==> src/core/bmc_pkg.sv <==
// constants and types for the board memory controller
// Behaviour
// - sram read data one cycle after address
// - sram controls timed on inverted bus clock
// - hold sram wrap mode negated, linear
// - every burst start explicitly loaded, reload anytime
// - oe, ce, strobe run access; advance; byte writes
// - never powerdown; latch every presented address
// - select input alters dram state transitions
// - burst edo: stop burst before new address
// - wrap mode set by write cbr cycle
// - burst edo uses only row, column, write
// - sequential cycles are page mode accesses
// - row address starts at bit twelve
// - close page when sequential access ends
// - byte enables qualify four column strobes; code: on writes only, all four asserted on reads and in burst edo page cycles
// - row selects decoded by simm size code
// - rom in quadrant 10, plus 00 after reset
// - boot jumper picks rom in lower half
// - 2-bit counter addresses, packs four rom bytes
// - flash write loads counter from a[23:22]
// - logic clocked by inverted bus clock
// - held in reset by processor reset
package bmc_pkg;
    localparam logic [31:0] REG_CTRL = 32'h0000_0000;
    localparam logic [31:0] REG_STATUS = 32'h0000_0004;
    localparam int CTRL_BURST_EDO_BIT = 0;
    localparam int CTRL_INTLV_BIT = 1;
    localparam int CTRL_CFG_BIT = 2;
    localparam int CTRL_BOOTCLR_BIT = 3;
    localparam logic [3:0] CTRL_RESET = 4'h0;
    localparam int ROW_LSB = 12;
    localparam int FLASH_OFS_LSB = 22;
    localparam logic [1:0] QUAD_ROM = 2'h2;
    localparam logic [1:0] QUAD_BOOT = 2'h0;
    localparam logic [1:0] QUAD_DRAM = 2'h1;
    localparam logic [1:0] QUAD_SRAM = 2'h3;
    localparam logic [2:0] ROM_WAIT = 3'h3;
    localparam logic [1:0] RESP_OKAY = 2'h0;
    localparam logic [1:0] RESP_SLVERR = 2'h2;
    typedef enum {DR_IDLE, DR_ROW, DR_COL, DR_PRE, DR_CBR} bmc_dram_t;
endpackage

==> src/core/bmc_axil_if.sv <==
// register side signals between the bus slave and the controller
interface bmc_axil_if;
    logic bedoSel;
    logic interleave;
    logic cfgPulse;
    logic bootClear;
    logic [7:0] status;
    modport slave (output bedoSel, output interleave, output cfgPulse, output bootClear,
        input status);
    modport core (input bedoSel, input interleave, input cfgPulse, input bootClear,
        output status);
endinterface

==> src/core/bmc_board_memory_control.sv <==
// board memory controller top: sram, dram and byte rom paths
//
// Decided for this implementation: the AXI4-Lite interface to the registers and the register addresses.
module bmc_board_memory_control
    import bmc_pkg::*;
(
    input wire logic core_clk,
    input wire logic rstn,
    input wire logic [31:0] awaddr,
    input wire logic awvalid,
    output logic awready,
    input wire logic [31:0] wdata,
    input wire logic [3:0] wstrb,
    input wire logic wvalid,
    output logic wready,
    output logic [1:0] bresp,
    output logic bvalid,
    input wire logic bready,
    input wire logic [31:0] araddr,
    input wire logic arvalid,
    output logic arready,
    output logic [31:0] rdata,
    output logic [1:0] rresp,
    output logic rvalid,
    input wire logic rready,
    input wire logic cpuReq,
    input wire logic cpuSeq,
    input wire logic cpuWrite,
    input wire logic [31:0] cpuAddr,
    input wire logic [3:0] cpuByteEn,
    output logic cpuWait,
    output logic [31:0] cpuRdata,
    output logic sramCe_n,
    output logic sramOe_n,
    output logic sramAdsc_n,
    output logic sramAdv_n,
    output logic sramBwe_n,
    output logic sramMode,
    output logic [1:0] dramRas_n,
    output logic [3:0] dramCas_n,
    output logic dramWe_n,
    output logic [11:0] dramAddr,
    input wire logic [2:1] simm_size_code,
    output logic romEprCe_n,
    output logic romFlsCe_n,
    output logic romOe_n,
    output logic romWe_n,
    output logic [1:0] romAddrLow,
    input wire logic [7:0] romData,
    input wire logic epromBoot_n
);
    bmc_axil_if regs();
    bmc_axil_slave u_slave (
        .core_clk(core_clk), .rstn(rstn),
        .awaddr(awaddr), .awvalid(awvalid), .awready(awready),
        .wdata(wdata), .wstrb(wstrb), .wvalid(wvalid), .wready(wready),
        .bresp(bresp), .bvalid(bvalid), .bready(bready),
        .araddr(araddr), .arvalid(arvalid), .arready(arready),
        .rdata(rdata), .rresp(rresp), .rvalid(rvalid), .rready(rready),
        .regs(regs)
    );

    function automatic logic [1:0] rasSelect(input logic [2:1] code, input logic [31:0] a);
        // larger modules push the bank bit upward
        case (code)
            2'h0: rasSelect = a[22] ? 2'h2 : 2'h1;
            2'h1: rasSelect = a[24] ? 2'h2 : 2'h1;
            2'h2: rasSelect = a[23] ? 2'h2 : 2'h1;
            default: rasSelect = a[25] ? 2'h2 : 2'h1;
        endcase
    endfunction

    typedef struct packed {
        logic bootMap;
        bmc_dram_t dr;
        logic burstLive;
        logic [1:0] rasOn;
        logic [3:0] casOn;
        logic weOn;
        logic [11:0] dAddr;
        logic cfgPend;
        logic sramRd;
        logic sramPipe;
        logic romBusy;
        logic romWr;
        logic [1:0] romCnt;
        logic [2:0] romTick;
        logic [23:0] romPack;
        logic [31:0] rdData;
        logic done;
        logic romSelFls;
    } bmc_core_t;
    bmc_core_t st, next_st;

    logic [1:0] quad;
    logic isRom, isSram, isDram, lowHalf, selFls;
    assign quad = cpuAddr[31:30];
    // after reset the boot quadrant aliases rom so first fetches land there
    assign isRom = (quad == QUAD_ROM) || (st.bootMap && quad == QUAD_BOOT);
    assign isSram = (quad == QUAD_SRAM);
    assign isDram = (quad == QUAD_DRAM);
    assign lowHalf = !cpuAddr[29];
    assign selFls = lowHalf ? epromBoot_n : !epromBoot_n;

    always_comb begin
        next_st = st;
        next_st.done = 1'b0;
        if (regs.bootClear) begin
            next_st.bootMap = 1'b0;
        end
        if (regs.cfgPulse) begin
            next_st.cfgPend = 1'b1;
        end
        // sram: data valid the cycle after the address is sampled
        next_st.sramPipe = st.sramRd;
        next_st.sramRd = cpuReq && isSram && !cpuWrite;
        if (st.sramPipe) begin
            next_st.done = 1'b1;
        end
        if (cpuReq && isSram && cpuWrite) begin
            next_st.done = 1'b1;
        end
        case (st.dr)
            DR_IDLE: begin
                next_st.casOn = 4'h0;
                next_st.rasOn = 2'h0;
                next_st.weOn = 1'b0;
                if (st.cfgPend) begin
                    // write cbr: column strobes first, write asserted
                    next_st.casOn = 4'hF;
                    next_st.weOn = 1'b1;
                    next_st.dAddr = {11'h000, regs.interleave};
                    next_st.dr = DR_CBR;
                end else if (cpuReq && isDram) begin
                    next_st.rasOn = rasSelect(simm_size_code, cpuAddr);
                    next_st.dAddr = cpuAddr[ROW_LSB +: 12];
                    next_st.dr = DR_ROW;
                end
            end
            DR_CBR: begin
                next_st.rasOn = 2'h3;
                next_st.cfgPend = regs.cfgPulse;
                next_st.dr = DR_PRE;
            end
            DR_ROW: begin
                next_st.dAddr = {2'h0, cpuAddr[11:2]};
                next_st.weOn = cpuWrite;
                next_st.casOn = cpuWrite ? cpuByteEn : 4'hF;
                next_st.burstLive = regs.bedoSel;
                next_st.done = 1'b1;
                next_st.dr = DR_COL;
            end
            DR_COL: begin
                if (st.done) begin
                    // request seen now is the one just answered: wait for the next
                    // edo keeps data after strobe negation, so release early
                    next_st.casOn = (regs.bedoSel && st.burstLive) ? st.casOn : 4'h0;
                end else if (cpuReq && cpuSeq && isDram) begin
                    // page mode within the open row
                    next_st.done = 1'b1;
                    next_st.dAddr = {2'h0, cpuAddr[11:2]};
                    next_st.weOn = cpuWrite;
                    next_st.casOn = cpuWrite ? cpuByteEn : 4'hF;
                    if (regs.bedoSel && st.burstLive) begin
                        // burst edo counter runs on; hold strobe asserted instead
                        next_st.casOn = 4'hF;
                    end
                end else begin
                    next_st.casOn = 4'h0;
                    // burst edo: a write-type strobe ends the burst first
                    next_st.weOn = regs.bedoSel && st.burstLive;
                    next_st.rasOn = 2'h0;
                    next_st.burstLive = 1'b0;
                    next_st.dr = DR_PRE;
                end
            end
            DR_PRE: begin
                next_st.rasOn = 2'h0;
                next_st.casOn = 4'h0;
                next_st.weOn = 1'b0;
                next_st.dr = DR_IDLE;
            end
            default: next_st.dr = DR_IDLE;
        endcase
        if (!st.romBusy) begin
            if (cpuReq && isRom && !st.done) begin
                next_st.romBusy = 1'b1;
                next_st.romWr = cpuWrite;
                next_st.romSelFls = selFls;
                next_st.romTick = ROM_WAIT;
                // flash writes take their byte offset from high address bits
                next_st.romCnt = cpuWrite ? cpuAddr[FLASH_OFS_LSB +: 2] : 2'h0;
            end
        end else if (st.romTick != 3'h0) begin
            next_st.romTick = st.romTick - 3'h1;
        end else if (st.romWr) begin
            next_st.romBusy = 1'b0;
            next_st.done = 1'b1;
        end else begin
            next_st.romCnt = st.romCnt + 2'h1;
            next_st.romTick = ROM_WAIT;
            case (st.romCnt)
                2'h0: next_st.romPack[7:0] = romData;
                2'h1: next_st.romPack[15:8] = romData;
                2'h2: next_st.romPack[23:16] = romData;
                default: begin
                    next_st.rdData = {romData, st.romPack};
                    next_st.romBusy = 1'b0;
                    next_st.done = 1'b1;
                end
            endcase
        end
        if (st.dr == DR_ROW) begin
            next_st.rdData = next_st.rdData;
        end
    end

    always_ff @(posedge core_clk or negedge rstn) begin
        if (!rstn) begin
            st <= '0;
            st.bootMap <= 1'b1;
            st.dr <= DR_IDLE;
        end else begin
            st <= next_st;
        end
    end

    // sram control: address strobe on every cycle with cpuReq high so each address is a read start
    assign sramCe_n = 1'b0;
    assign sramAdsc_n = !cpuReq;
    assign sramOe_n = !(st.sramRd || st.sramPipe);
    assign sramAdv_n = !(cpuReq && cpuSeq && isSram);
    assign sramBwe_n = !(cpuReq && isSram && cpuWrite);
    assign sramMode = 1'b0;
    assign dramRas_n = ~st.rasOn;
    assign dramCas_n = ~st.casOn;
    assign dramWe_n = !st.weOn;
    assign dramAddr = st.dAddr;
    assign romEprCe_n = !(st.romBusy && !st.romSelFls);
    assign romFlsCe_n = !(st.romBusy && st.romSelFls);
    assign romOe_n = !(st.romBusy && !st.romWr);
    assign romWe_n = !(st.romBusy && st.romWr && st.romTick != 3'h0);
    assign romAddrLow = st.romCnt;
    assign cpuRdata = st.rdData;
    // sram writes complete in the cycle they are presented
    assign cpuWait = cpuReq && !st.done && !(isSram && cpuWrite);
    assign regs.status = {2'h0, st.bootMap, st.cfgPend, st.romBusy, st.romCnt,
        st.dr != DR_IDLE};
endmodule

==> src/core/bmc_axil_slave.sv <==
// axi4-lite register slave for the memory controller
module bmc_axil_slave
    import bmc_pkg::*;
(
    input wire logic core_clk,
    input wire logic rstn,
    input wire logic [31:0] awaddr,
    input wire logic awvalid,
    output logic awready,
    input wire logic [31:0] wdata,
    input wire logic [3:0] wstrb,
    input wire logic wvalid,
    output logic wready,
    output logic [1:0] bresp,
    output logic bvalid,
    input wire logic bready,
    input wire logic [31:0] araddr,
    input wire logic arvalid,
    output logic arready,
    output logic [31:0] rdata,
    output logic [1:0] rresp,
    output logic rvalid,
    input wire logic rready,
    bmc_axil_if.slave regs
);
    typedef struct packed {
        logic awHeld;
        logic [31:0] awAddr;
        logic wHeld;
        logic [31:0] wData;
        logic wLane0;
        logic bValid;
        logic [1:0] bResp;
        logic rValid;
        logic [31:0] rData;
        logic [1:0] rResp;
        logic [3:0] ctrl;
        logic cfgPulse;
    } bmc_axs_t;
    bmc_axs_t st, next_st;
    always_comb begin
        next_st = st;
        next_st.cfgPulse = 1'b0;
        if (awvalid && awready) begin
            next_st.awHeld = 1'b1;
            next_st.awAddr = awaddr;
        end
        if (wvalid && wready) begin
            next_st.wHeld = 1'b1;
            next_st.wData = wdata;
            next_st.wLane0 = wstrb[0];
        end
        if (st.awHeld && st.wHeld && !st.bValid) begin
            next_st.awHeld = 1'b0;
            next_st.wHeld = 1'b0;
            next_st.bValid = 1'b1;
            next_st.bResp = RESP_OKAY;
            if (st.awAddr[31:2] == REG_CTRL[31:2]) begin
                if (st.wLane0) begin
                    next_st.ctrl = st.wData[3:0];
                    next_st.cfgPulse = st.wData[CTRL_CFG_BIT];
                end
            end else if (st.awAddr[31:2] != REG_STATUS[31:2]) begin
                next_st.bResp = RESP_SLVERR;
            end
        end
        if (st.bValid && bready) begin
            next_st.bValid = 1'b0;
        end
        if (arvalid && arready) begin
            next_st.rValid = 1'b1;
            next_st.rResp = RESP_OKAY;
            if (araddr[31:2] == REG_CTRL[31:2]) begin
                next_st.rData = {28'h0000000, st.ctrl};
            end else if (araddr[31:2] == REG_STATUS[31:2]) begin
                next_st.rData = {24'h000000, regs.status};
            end else begin
                next_st.rData = 32'h0000_0000;
                next_st.rResp = RESP_SLVERR;
            end
        end else if (st.rValid && rready) begin
            next_st.rValid = 1'b0;
        end
    end
    always_ff @(posedge core_clk or negedge rstn) begin
        if (!rstn) begin
            st <= '0;
        end else begin
            st <= next_st;
        end
    end
    assign awready = !st.awHeld;
    assign wready = !st.wHeld;
    assign bvalid = st.bValid;
    assign bresp = st.bResp;
    assign arready = !st.rValid;
    assign rvalid = st.rValid;
    assign rdata = st.rData;
    assign rresp = st.rResp;
    assign regs.bedoSel = st.ctrl[CTRL_BURST_EDO_BIT];
    assign regs.interleave = st.ctrl[CTRL_INTLV_BIT];
    assign regs.bootClear = st.ctrl[CTRL_BOOTCLR_BIT];
    assign regs.cfgPulse = st.cfgPulse;
endmodule

==> config.mk <==
export PLATFORM = sky130hd
export DESIGN_NAME = bmc_board_memory_control
export DESIGN_NICKNAME = d
export VERILOG_FILES = /design/src/core/bmc_pkg.sv /design/src/core/bmc_axil_if.sv /design/src/core/bmc_board_memory_control.sv /design/src/core/bmc_axil_slave.sv
export SDC_FILE = /design/constraint.sdc
export NUM_CORES = 1
export LEC_CHECK = 0
export BUFFER_PORTS_ARGS = -buffer_cell sky130_fd_sc_hd__buf_2
export CAP_MARGIN = 15
export CELL_PAD_IN_SITES_DETAIL_PLACEMENT = 0
export CELL_PAD_IN_SITES_GLOBAL_PLACEMENT = 1
export CORE_MARGIN = 2
export CORE_UTILIZATION = 38
export CTS_CLUSTER_DIAMETER = 100
export DETAILED_ROUTE_END_ITERATION = 10
export PLACE_DENSITY = 0.81
export SLEW_MARGIN = 20
export SYNTH_ARGS = -nofsm -noshare
export SYNTH_HDL_FRONTEND = slang
export SYNTH_HIERARCHICAL = 1
export SYNTH_SLANG_ARGS = --single-unit
==> constraint.sdc <==
create_clock -name core_clk -period 2.15 [get_ports core_clk]
set_input_delay 0 -clock core_clk [delete_from_list [all_inputs] [get_ports core_clk]]
set_output_delay 0 -clock core_clk [all_outputs]
set_load 0.05 [all_outputs]
==> results of run 1 <==
## synth_stat cells, drive strengths merged (4+ instances only)
cell,n
mux2i,9
ha,6
a21oi,7
clkbuf,8
buf,95
nor2b,19
nor3,4
o21ai,15
nand2b,7
mux2,118
nand2,17
nor4,13
a22o,6
a41o,4
a32oi,5
nand3,5
nor2,23
o22a,4
inv,27
dfrtp,145
nand4,6
## routing by layer
layer / GRT usage (%) / share of wire [%]
met3: 4.31 / 5.7
met5: 0 / 0
met2: 26.7 / 49
met1: 19.6 / 44
met4: 5.21 / 1.3
## through the flow
stage	instances	utilization, %	total power (W)	hold slack, ps	setup WS [ps]
3_5_place_dp	948	42.7	0.00995	83.2	166
2_1_floorplan	609	-	0.00932	-296	341
3_3_place_gp	948	42.7	0.00983	81.0	202
4_1_cts	1051	49.6	0.0129	17.9	149
6_report	1051	49.6	0.0128	42.3	178
5_1_grt	1051	49.6	0.0135	34.0	7.19
## power breakdown
group	switching, W	internal (W)
registers	0.000597	0.00390
logic	0.00349	0.00197
clock network	0.00120	0.00164
## worst paths after layout
kind / startpoint / endpoint / depth (start not counted)
max: u_slave/st[90] / u_slave/regs.interleave / 4
min: cpuByteEn[3] / st[84] / 4
max reg2reg: u_slave/st[90] / u_slave/regs.interleave / 4
min reg2reg: next_st[65] / st[65] / 0
max in group asynchronous: rstn / cpuRdata[11] / 3
min in group asynchronous: rstn / st[44] / 2
## sequential cells by signal, summed over array words and instances, names as in the netlist, 2 cells and up
| name | cells |
|---|---|
| st | 42 |
| u_slave/st | 38 |
| cpuRdata | 32 |
| dramAddr | 12 |
| u_slave/rdata | 8 |
| regs.status | 3 |
| romAddrLow | 2 |
## final cells by class
type	instances	area, sq um
clock inverters	13	126
multi-input cells	333	2730
well taps	234	293
flip-flops and latches	146	3650
repair buffers	279	1830
fillers	1662	9330
clock buffers	19	443
inverters	27	101
## worst max-delay path, cell delays in order (launching register included)
cell	delay, ps
sky130_fd_sc_hd__dfrtp_1	390
sky130_fd_sc_hd__nor4_1	380
sky130_fd_sc_hd__nand4_1	240
sky130_fd_sc_hd__nor4_4	470
sky130_fd_sc_hd__mux2_2	380
## logic make-up (layout without fill, tap and decap cells)
family	count (synthesis)	in the layout	share of synthesized area, %
adders and majority gates	6	6	1.06
muxes	128	128	20.3
and+or+nand+nor	110	110	9.16
other	2	30	0.106
DFF	146	146	51.4
AOI/OAI and AO/OA	58	58	6.19
buffers and inverters	130	338	11.7
xor gates and xnor gates	1	1	0.123
==> metrics.cfg, run 1 <==
[timing]
rsz0062_at_grt = false
worst_slew_pin_slew_ps = 697
fmax_mhz = 507
hold_viol = 0
min_period_over_period_pct = 91.7
setup_total_negative_slack_ps = 0
timing.clock.skew_ps = 6.25
layout_min_cycle_time_ps = 1970
slew_headroom_pct = 53.5
maxSlewViolCount = 0
report.final.setup_viol = 0

[cts]
cts_buffer_depth = 2
cts.hold.buffers_added = 71
post_cts.repair.setup_buffers = 0
cts-resized-gates = 0
cts_htree_levels = 4
cts_made_buffers = 17
worstSkewPairLatency_ps = 410
clk_transition_reported_paths_ps = 60
ctsRootBufferMaster = sky130_fd_sc_hd__clkbuf_16
cts_num_sinks = 146
tritoncts = done

[pwr]
power.leakage_nw = 4.46
irDropWorstVdd_mv = 0.988
power.density_cell_area_nw_per_um2 = 1390

[setup_path]
worstSetupPathType = flop to flop
critical_path_required_ps = 2440
cp_data_arrival_time_ps = 2260
worstPathMaxFanout = 5
worst-r2r-setup-slack_ps = 180
end_kind = flop
critPathLaunchType = flop

[grt]
global_route_wire_length_before_repair_um = 25000
track_usage_pct = 15.8
grt_start_max_net_pins = 76
grt_antenna_before_repair = 0
via_count_of_the_first_global_routing_pass = 5027
grt.overflow.total = 0

[floorplanning]
die_area_sq_um = 19800
num_io_pins = 262
placement_rows = 50
floorplan.initialDensity_pct = 38.4
fp.dieH_um = 141
fp.coreArea_sq_um = 18500
dieWidth_um = 141

[run_status]
outcome = completed

[place]
port-buffer-count = 193
place_congestion = 0.757
post-dp-hpwl_um = 10900
placed_cell_area_sq_um = 7900

[cells_and_area]
final_layout_size_suffix_gt1_share_pct = 45.4
design_area_sq_um = 9180
flow.area_growth_from_synthesis_pct = 29.1
antenna-diode-count = 0
nets = 967
layout.cells.most_common = sky130_fd_sc_hd__buf_2
mostFrequentLayoutCells = sky130_fd_sc_hd__buf_2 (192), sky130_fd_sc_hd__dfrtp_1 (145), sky130_fd_sc_hd__mux2_2 (115)

[yosys]
syn-mean-instance-area_sq_um = 12.2
synth_seq_area_share_pct = 51.4
yosys.area.top_type_share_pct = 51.0
synthDistinctLibCells = 59
synthTopCellsByArea = sky130_fd_sc_hd__dfrtp_1 (51%), sky130_fd_sc_hd__mux2_2 (18%), sky130_fd_sc_hd__buf_4 (8.9%)
synth.largest_area_cell = sky130_fd_sc_hd__dfrtp_1
netlist_area_sq_um = 7110
warnings_from_yosys = 6
number_of_enable_type_register_cells_in_the_synthesized_netlist = 0
ys_ff_latch = 146
syn_inst = 581
synth_flop_cell = sky130_fd_sc_hd__dfrtp_1
synth-async-reset-ratio_pct = 100

[drt]
totalWireLength_um = 15400
post_drt_via_cell_ratio = 4.70
routed-via-count = 4937
drc_violations_left = 0
antenna_violating_nets_post_route = 0
detailedRoute.firstIterationViolations = 154
route.detailed.wl_per_inst_um = 14.6
first_pass_detailed_route_iteration_total = 4

[min_path]
min-delay-path-class = input port to flop

[flow_run]
maxCapViolCount = 0

No activity file was read; power rests on OpenSTA's default activity.
==> inputs of run 2 (changes only) <==
Settings changed: ABC_AREA set to 1, CORE_UTILIZATION 38 to 36.
==> run 2 against run 1 <==
Wire length is 19% higher. Final area rose by 5.4%. Power is 0.57% lower. Sequential cell count did not move. Worst hold slack improved by 29 ps. Sequential share of layout area is 2.0 points lower. Sequential power down 3%. Register-to-register slack gained 30 ps. Largest cell class unchanged. Core utilization is 2.1 points lower.
==> metrics.cfg, run 2 <==
[run_status]
outcome = completed

[timing]
min_period_over_period_pct = 90.2  ; -1.5 points
rsz0062_at_grt = false
timing.clock.skew_ps = 9.68  ; +3.43 ps
report.final.setup_viol = 0  ; unchanged
fmax_mhz = 516  ; +1.7%
post-route-worst-setup-slack_ps = 211  ; +33.0 ps
worst_slew_pin_slew_ps = 650  ; -47.8 ps
setup_total_negative_slack_ps = 0  ; unchanged
slew_headroom_pct = 56.7  ; +3.2 points
timing.hold.ws_ps = 71.5  ; +29.2 ps
maxSlewViolCount = 0  ; unchanged
hold_viol = 0  ; unchanged
layout_min_cycle_time_ps = 1940  ; -33.0 ps

[setup_path]
timing.rr.start = st[89]
path_common_cell = sky130_fd_sc_hd__nand2_1
crit_path_top_delay_cell = sky130_fd_sc_hd__dlygate4sd3_1
critical_path_required_ps = 2460  ; +20 ps
worstRegToRegCells = 8  ; +4
end_kind = flop
worst-r2r-setup-slack_ps = 210  ; +30 ps
critPathLaunchType = flop
worstPathMaxFanout = 12  ; +7
count_of_buffering_cells_on_the_critical_path_with_inverters_included = 1  ; +1
worstSetupPathType = flop to flop
cp_data_arrival_time_ps = 2250  ; about the same
critical-path-top-delay-family = simple AND/OR/NAND/NOR gates
reg2reg_to = dramAddr[5]
path_cells = nor2_1 -> nor2_1 -> nand2_2 -> nand2_1 -> nand2_1 -> dlygate4sd3_1 -> nand3_1 -> nand2_1
cp_slowest_stage_delay_ps = 560  ; +90 ps

[yosys]
synth-compound-area-share_pct = 6.53  ; +0.34 points
synthTopCellsByArea = sky130_fd_sc_hd__dfrtp_1 (48%), sky130_fd_sc_hd__nand2_1 (13%), sky130_fd_sc_hd__buf_4 (8.9%)
largest_family_of_logic_cells_by_synthesized_area = simple AND/OR/NAND/NOR gates
number_of_enable_type_register_cells_in_the_synthesized_netlist = 0  ; unchanged
synthDistinctLibCells = 35  ; -41%
synth-async-reset-ratio_pct = 100  ; unchanged
warnings_from_yosys = 6  ; unchanged
netlist_area_sq_um = 7530  ; +5.9%
ys_ff_latch = 146  ; unchanged
synth-simple-area-share_pct = 24.6  ; +15 points
syn_inst = 925  ; +59%
synth_fa_ha_area_share_pct = 0.997  ; -0.058 points
post-synth-top-count-cell = sky130_fd_sc_hd__nand2_1
ys_top_cells_by_count = sky130_fd_sc_hd__nand2_1 (266), sky130_fd_sc_hd__dfrtp_1 (145), sky130_fd_sc_hd__inv_1 (99), sky130_fd_sc_hd__buf_4 (89), sky130_fd_sc_hd__nor2_1 (77)
synth.largest_area_cell = sky130_fd_sc_hd__dfrtp_1
post_synth_xor_area_fraction_pct = 0.116  ; -0.0068 points
synth_mux_area_share_pct = 3.89  ; -16 points
yosys.area.top_type_share_pct = 48.2  ; -2.8 points
syn-mean-instance-area_sq_um = 8.14  ; -34%
synth_flop_cell = sky130_fd_sc_hd__dfrtp_1
synth_seq_area_share_pct = 48.5  ; -2.8 points

[cells_and_area]
antenna-diode-count = 0  ; unchanged
final_layout_size_suffix_gt1_share_pct = 25.7  ; -20 points
largest_reg_flops = 42  ; unchanged
final_cell_count_no_fill = 1424  ; +35%
nets = 1305  ; +35%
mostFrequentLayoutCells = sky130_fd_sc_hd__nand2_1 (264), sky130_fd_sc_hd__buf_2 (192), sky130_fd_sc_hd__dfrtp_1 (144)
layout.cells.most_common = sky130_fd_sc_hd__nand2_1
design_area_sq_um = 9680  ; +5.4%
regMostFlops = st
fillers = 1964  ; +18%
flow.area_growth_from_synthesis_pct = 28.5

[flow_run]
maxCapViolCount = 0  ; unchanged

[cts]
tritoncts = done
ctsRootBufferMaster = sky130_fd_sc_hd__clkbuf_16
cts_buffer_depth = 2  ; unchanged
clk_transition_reported_paths_ps = 60  ; about the same
cts_htree_levels = 4  ; unchanged
cts_num_sinks = 146  ; unchanged
cts_made_buffers = 17  ; unchanged
worstSkewPairLatency_ps = 420  ; about the same

[drt]
post_drt_via_cell_ratio = 4.44  ; -5.5%
route.detailed.wl_per_inst_um = 12.8  ; -12%
routed-via-count = 6319  ; +28%
totalWireLength_um = 18300  ; +19%
antenna_violating_nets_post_route = 0  ; unchanged
first_pass_detailed_route_iteration_total = 4  ; unchanged
drc_violations_left = 0  ; unchanged
detailedRoute.firstIterationViolations = 191  ; +24%

[floorplanning]
fp.dieH_um = 149  ; +5.5%
num_io_pins = 262  ; unchanged
floorplan.initialDensity_pct = 37.0  ; -1.4 points
placement_rows = 52  ; +4.0%
dieWidth_um = 149  ; +5.5%
fp.coreArea_sq_um = 20400  ; +10%
die_area_sq_um = 22100  ; +11%

[min_path]
whs_endpoint = u_slave/rvalid
hold-path-cell-count = 3  ; -1
min-delay-path-class = input port to flop
launch_instance_of_the_worst_min_delay_path = arvalid

[pwr]
irDropWorstVdd_mv = 0.662  ; -33%
power.leakage_nw = 5.26  ; +18%
power.density_cell_area_nw_per_um2 = 1310  ; -5.7%

[place]
place_inst = 1316  ; +39%
port-buffer-count = 193  ; unchanged
post-dp-hpwl_um = 12600  ; +15%
placed_cell_area_sq_um = 8280  ; +4.8%
place_congestion = 0.812  ; +7.3%
dp_slack_ps = 230  ; +64.1 ps

[grt]
track_usage_pct = 17.2  ; +1.4 points
grt_antenna_before_repair = 0  ; unchanged
global_route_wire_length_before_repair_um = 30400  ; +22%
grt_start_max_net_pins = 65  ; -14%
grt.overflow.total = 0  ; unchanged
via_count_of_the_first_global_routing_pass = 6284  ; +25%

## run 2: worst register-to-register path: cells and delay by family, from the launching register on
family        cells  cell delay, ps
simple gates      7             780
buf+inv           1             560
flops             1             490
## run 2: cell families (layout without fill, tap and decap cells)
group | Yosys count | in the layout
simple gates | 439 | 439
buf+inv | 212 | 413
flops | 146 | 146
compound gates | 93 | 93
mux | 26 | 26
fa+ha+maj | 6 | 6
other cells | 2 | 30
xor+xnor | 1 | 1
## run 2: cell type report
| type | instances | area, sq um | area share (%) |
|---|---|---|---|
| flip-flops and latches | 146 | 3660 | 37.8 |
| multi-input cells | 595 | 2850 | 29.4 |
| repair buffers | 280 | 1850 | 19.1 |
| clock buffers | 17 | 425 | 4.40 |
| inverters | 102 | 383 | 3.96 |
| well taps | 270 | 338 | 3.49 |
| clock inverters | 14 | 178 | 1.84 |
## run 2: how the worst max path moves through the flow
| stage | from | to | slack [ps] | depth (start not counted) |
|---|---|---|---|---|
| 5_1_grt | st[89] | dramAddr[5] | 10 | 8 |
| 3_3_place_gp | st[90] | dramAddr[8] | 280 | 7 |
| 4_1_cts | st[88] | dramAddr[1] | 50 | 8 |
| 2_1_floorplan | u_slave/rvalid | u_slave/rvalid | 510 | 4 |
| 6_report | st[89] | dramAddr[5] | 210 | 8 |
| 3_5_place_dp | st[88] | dramAddr[5] | 230 | 7 |
## run 2: per-layer routing
| metal | routed length (um) | up-vias | global-route usage (%) |
|---|---|---|---|
| li1 | - | 3202 | - |
| met1 | 8240 | 2928 | 22.1 |
| met2 | 8880 | 166 | 29.2 |
| met3 | 877 | 23 | 4.20 |
| met4 | 260 | 0 | 4.62 |
| met5 | 0 | - | 0 |
## run 2: stage by stage
stage / util (%) / total power [W]
CTS: 47.4 / 0.0128
detailed placement: 40.7 / 0.00941
finish: 47.5 / 0.0127
global placement: 40.7 / 0.00931
global route: 47.5 / 0.0136
floorplan: - / 0.00863
## run 2: where the power goes
| part | switching (W) | internal (W) | total [W] |
|---|---|---|---|
| logic | 0.00363 | 0.00167 | 0.00530 |
| registers | 0.000581 | 0.00377 | 0.00435 |
| clock network | 0.00123 | 0.00184 | 0.00307 |
| total | 0.00545 | 0.00728 | 0.0127 |
## run 2: timing repair
action / in CTS / in global routing
hold endpoints to repair: 150 / 0
hold buffers: 76 / 0
buffers inserted: 0 / 1
resized for setup: 0 / 4
endpoints found under the setup margin: 0 / 9
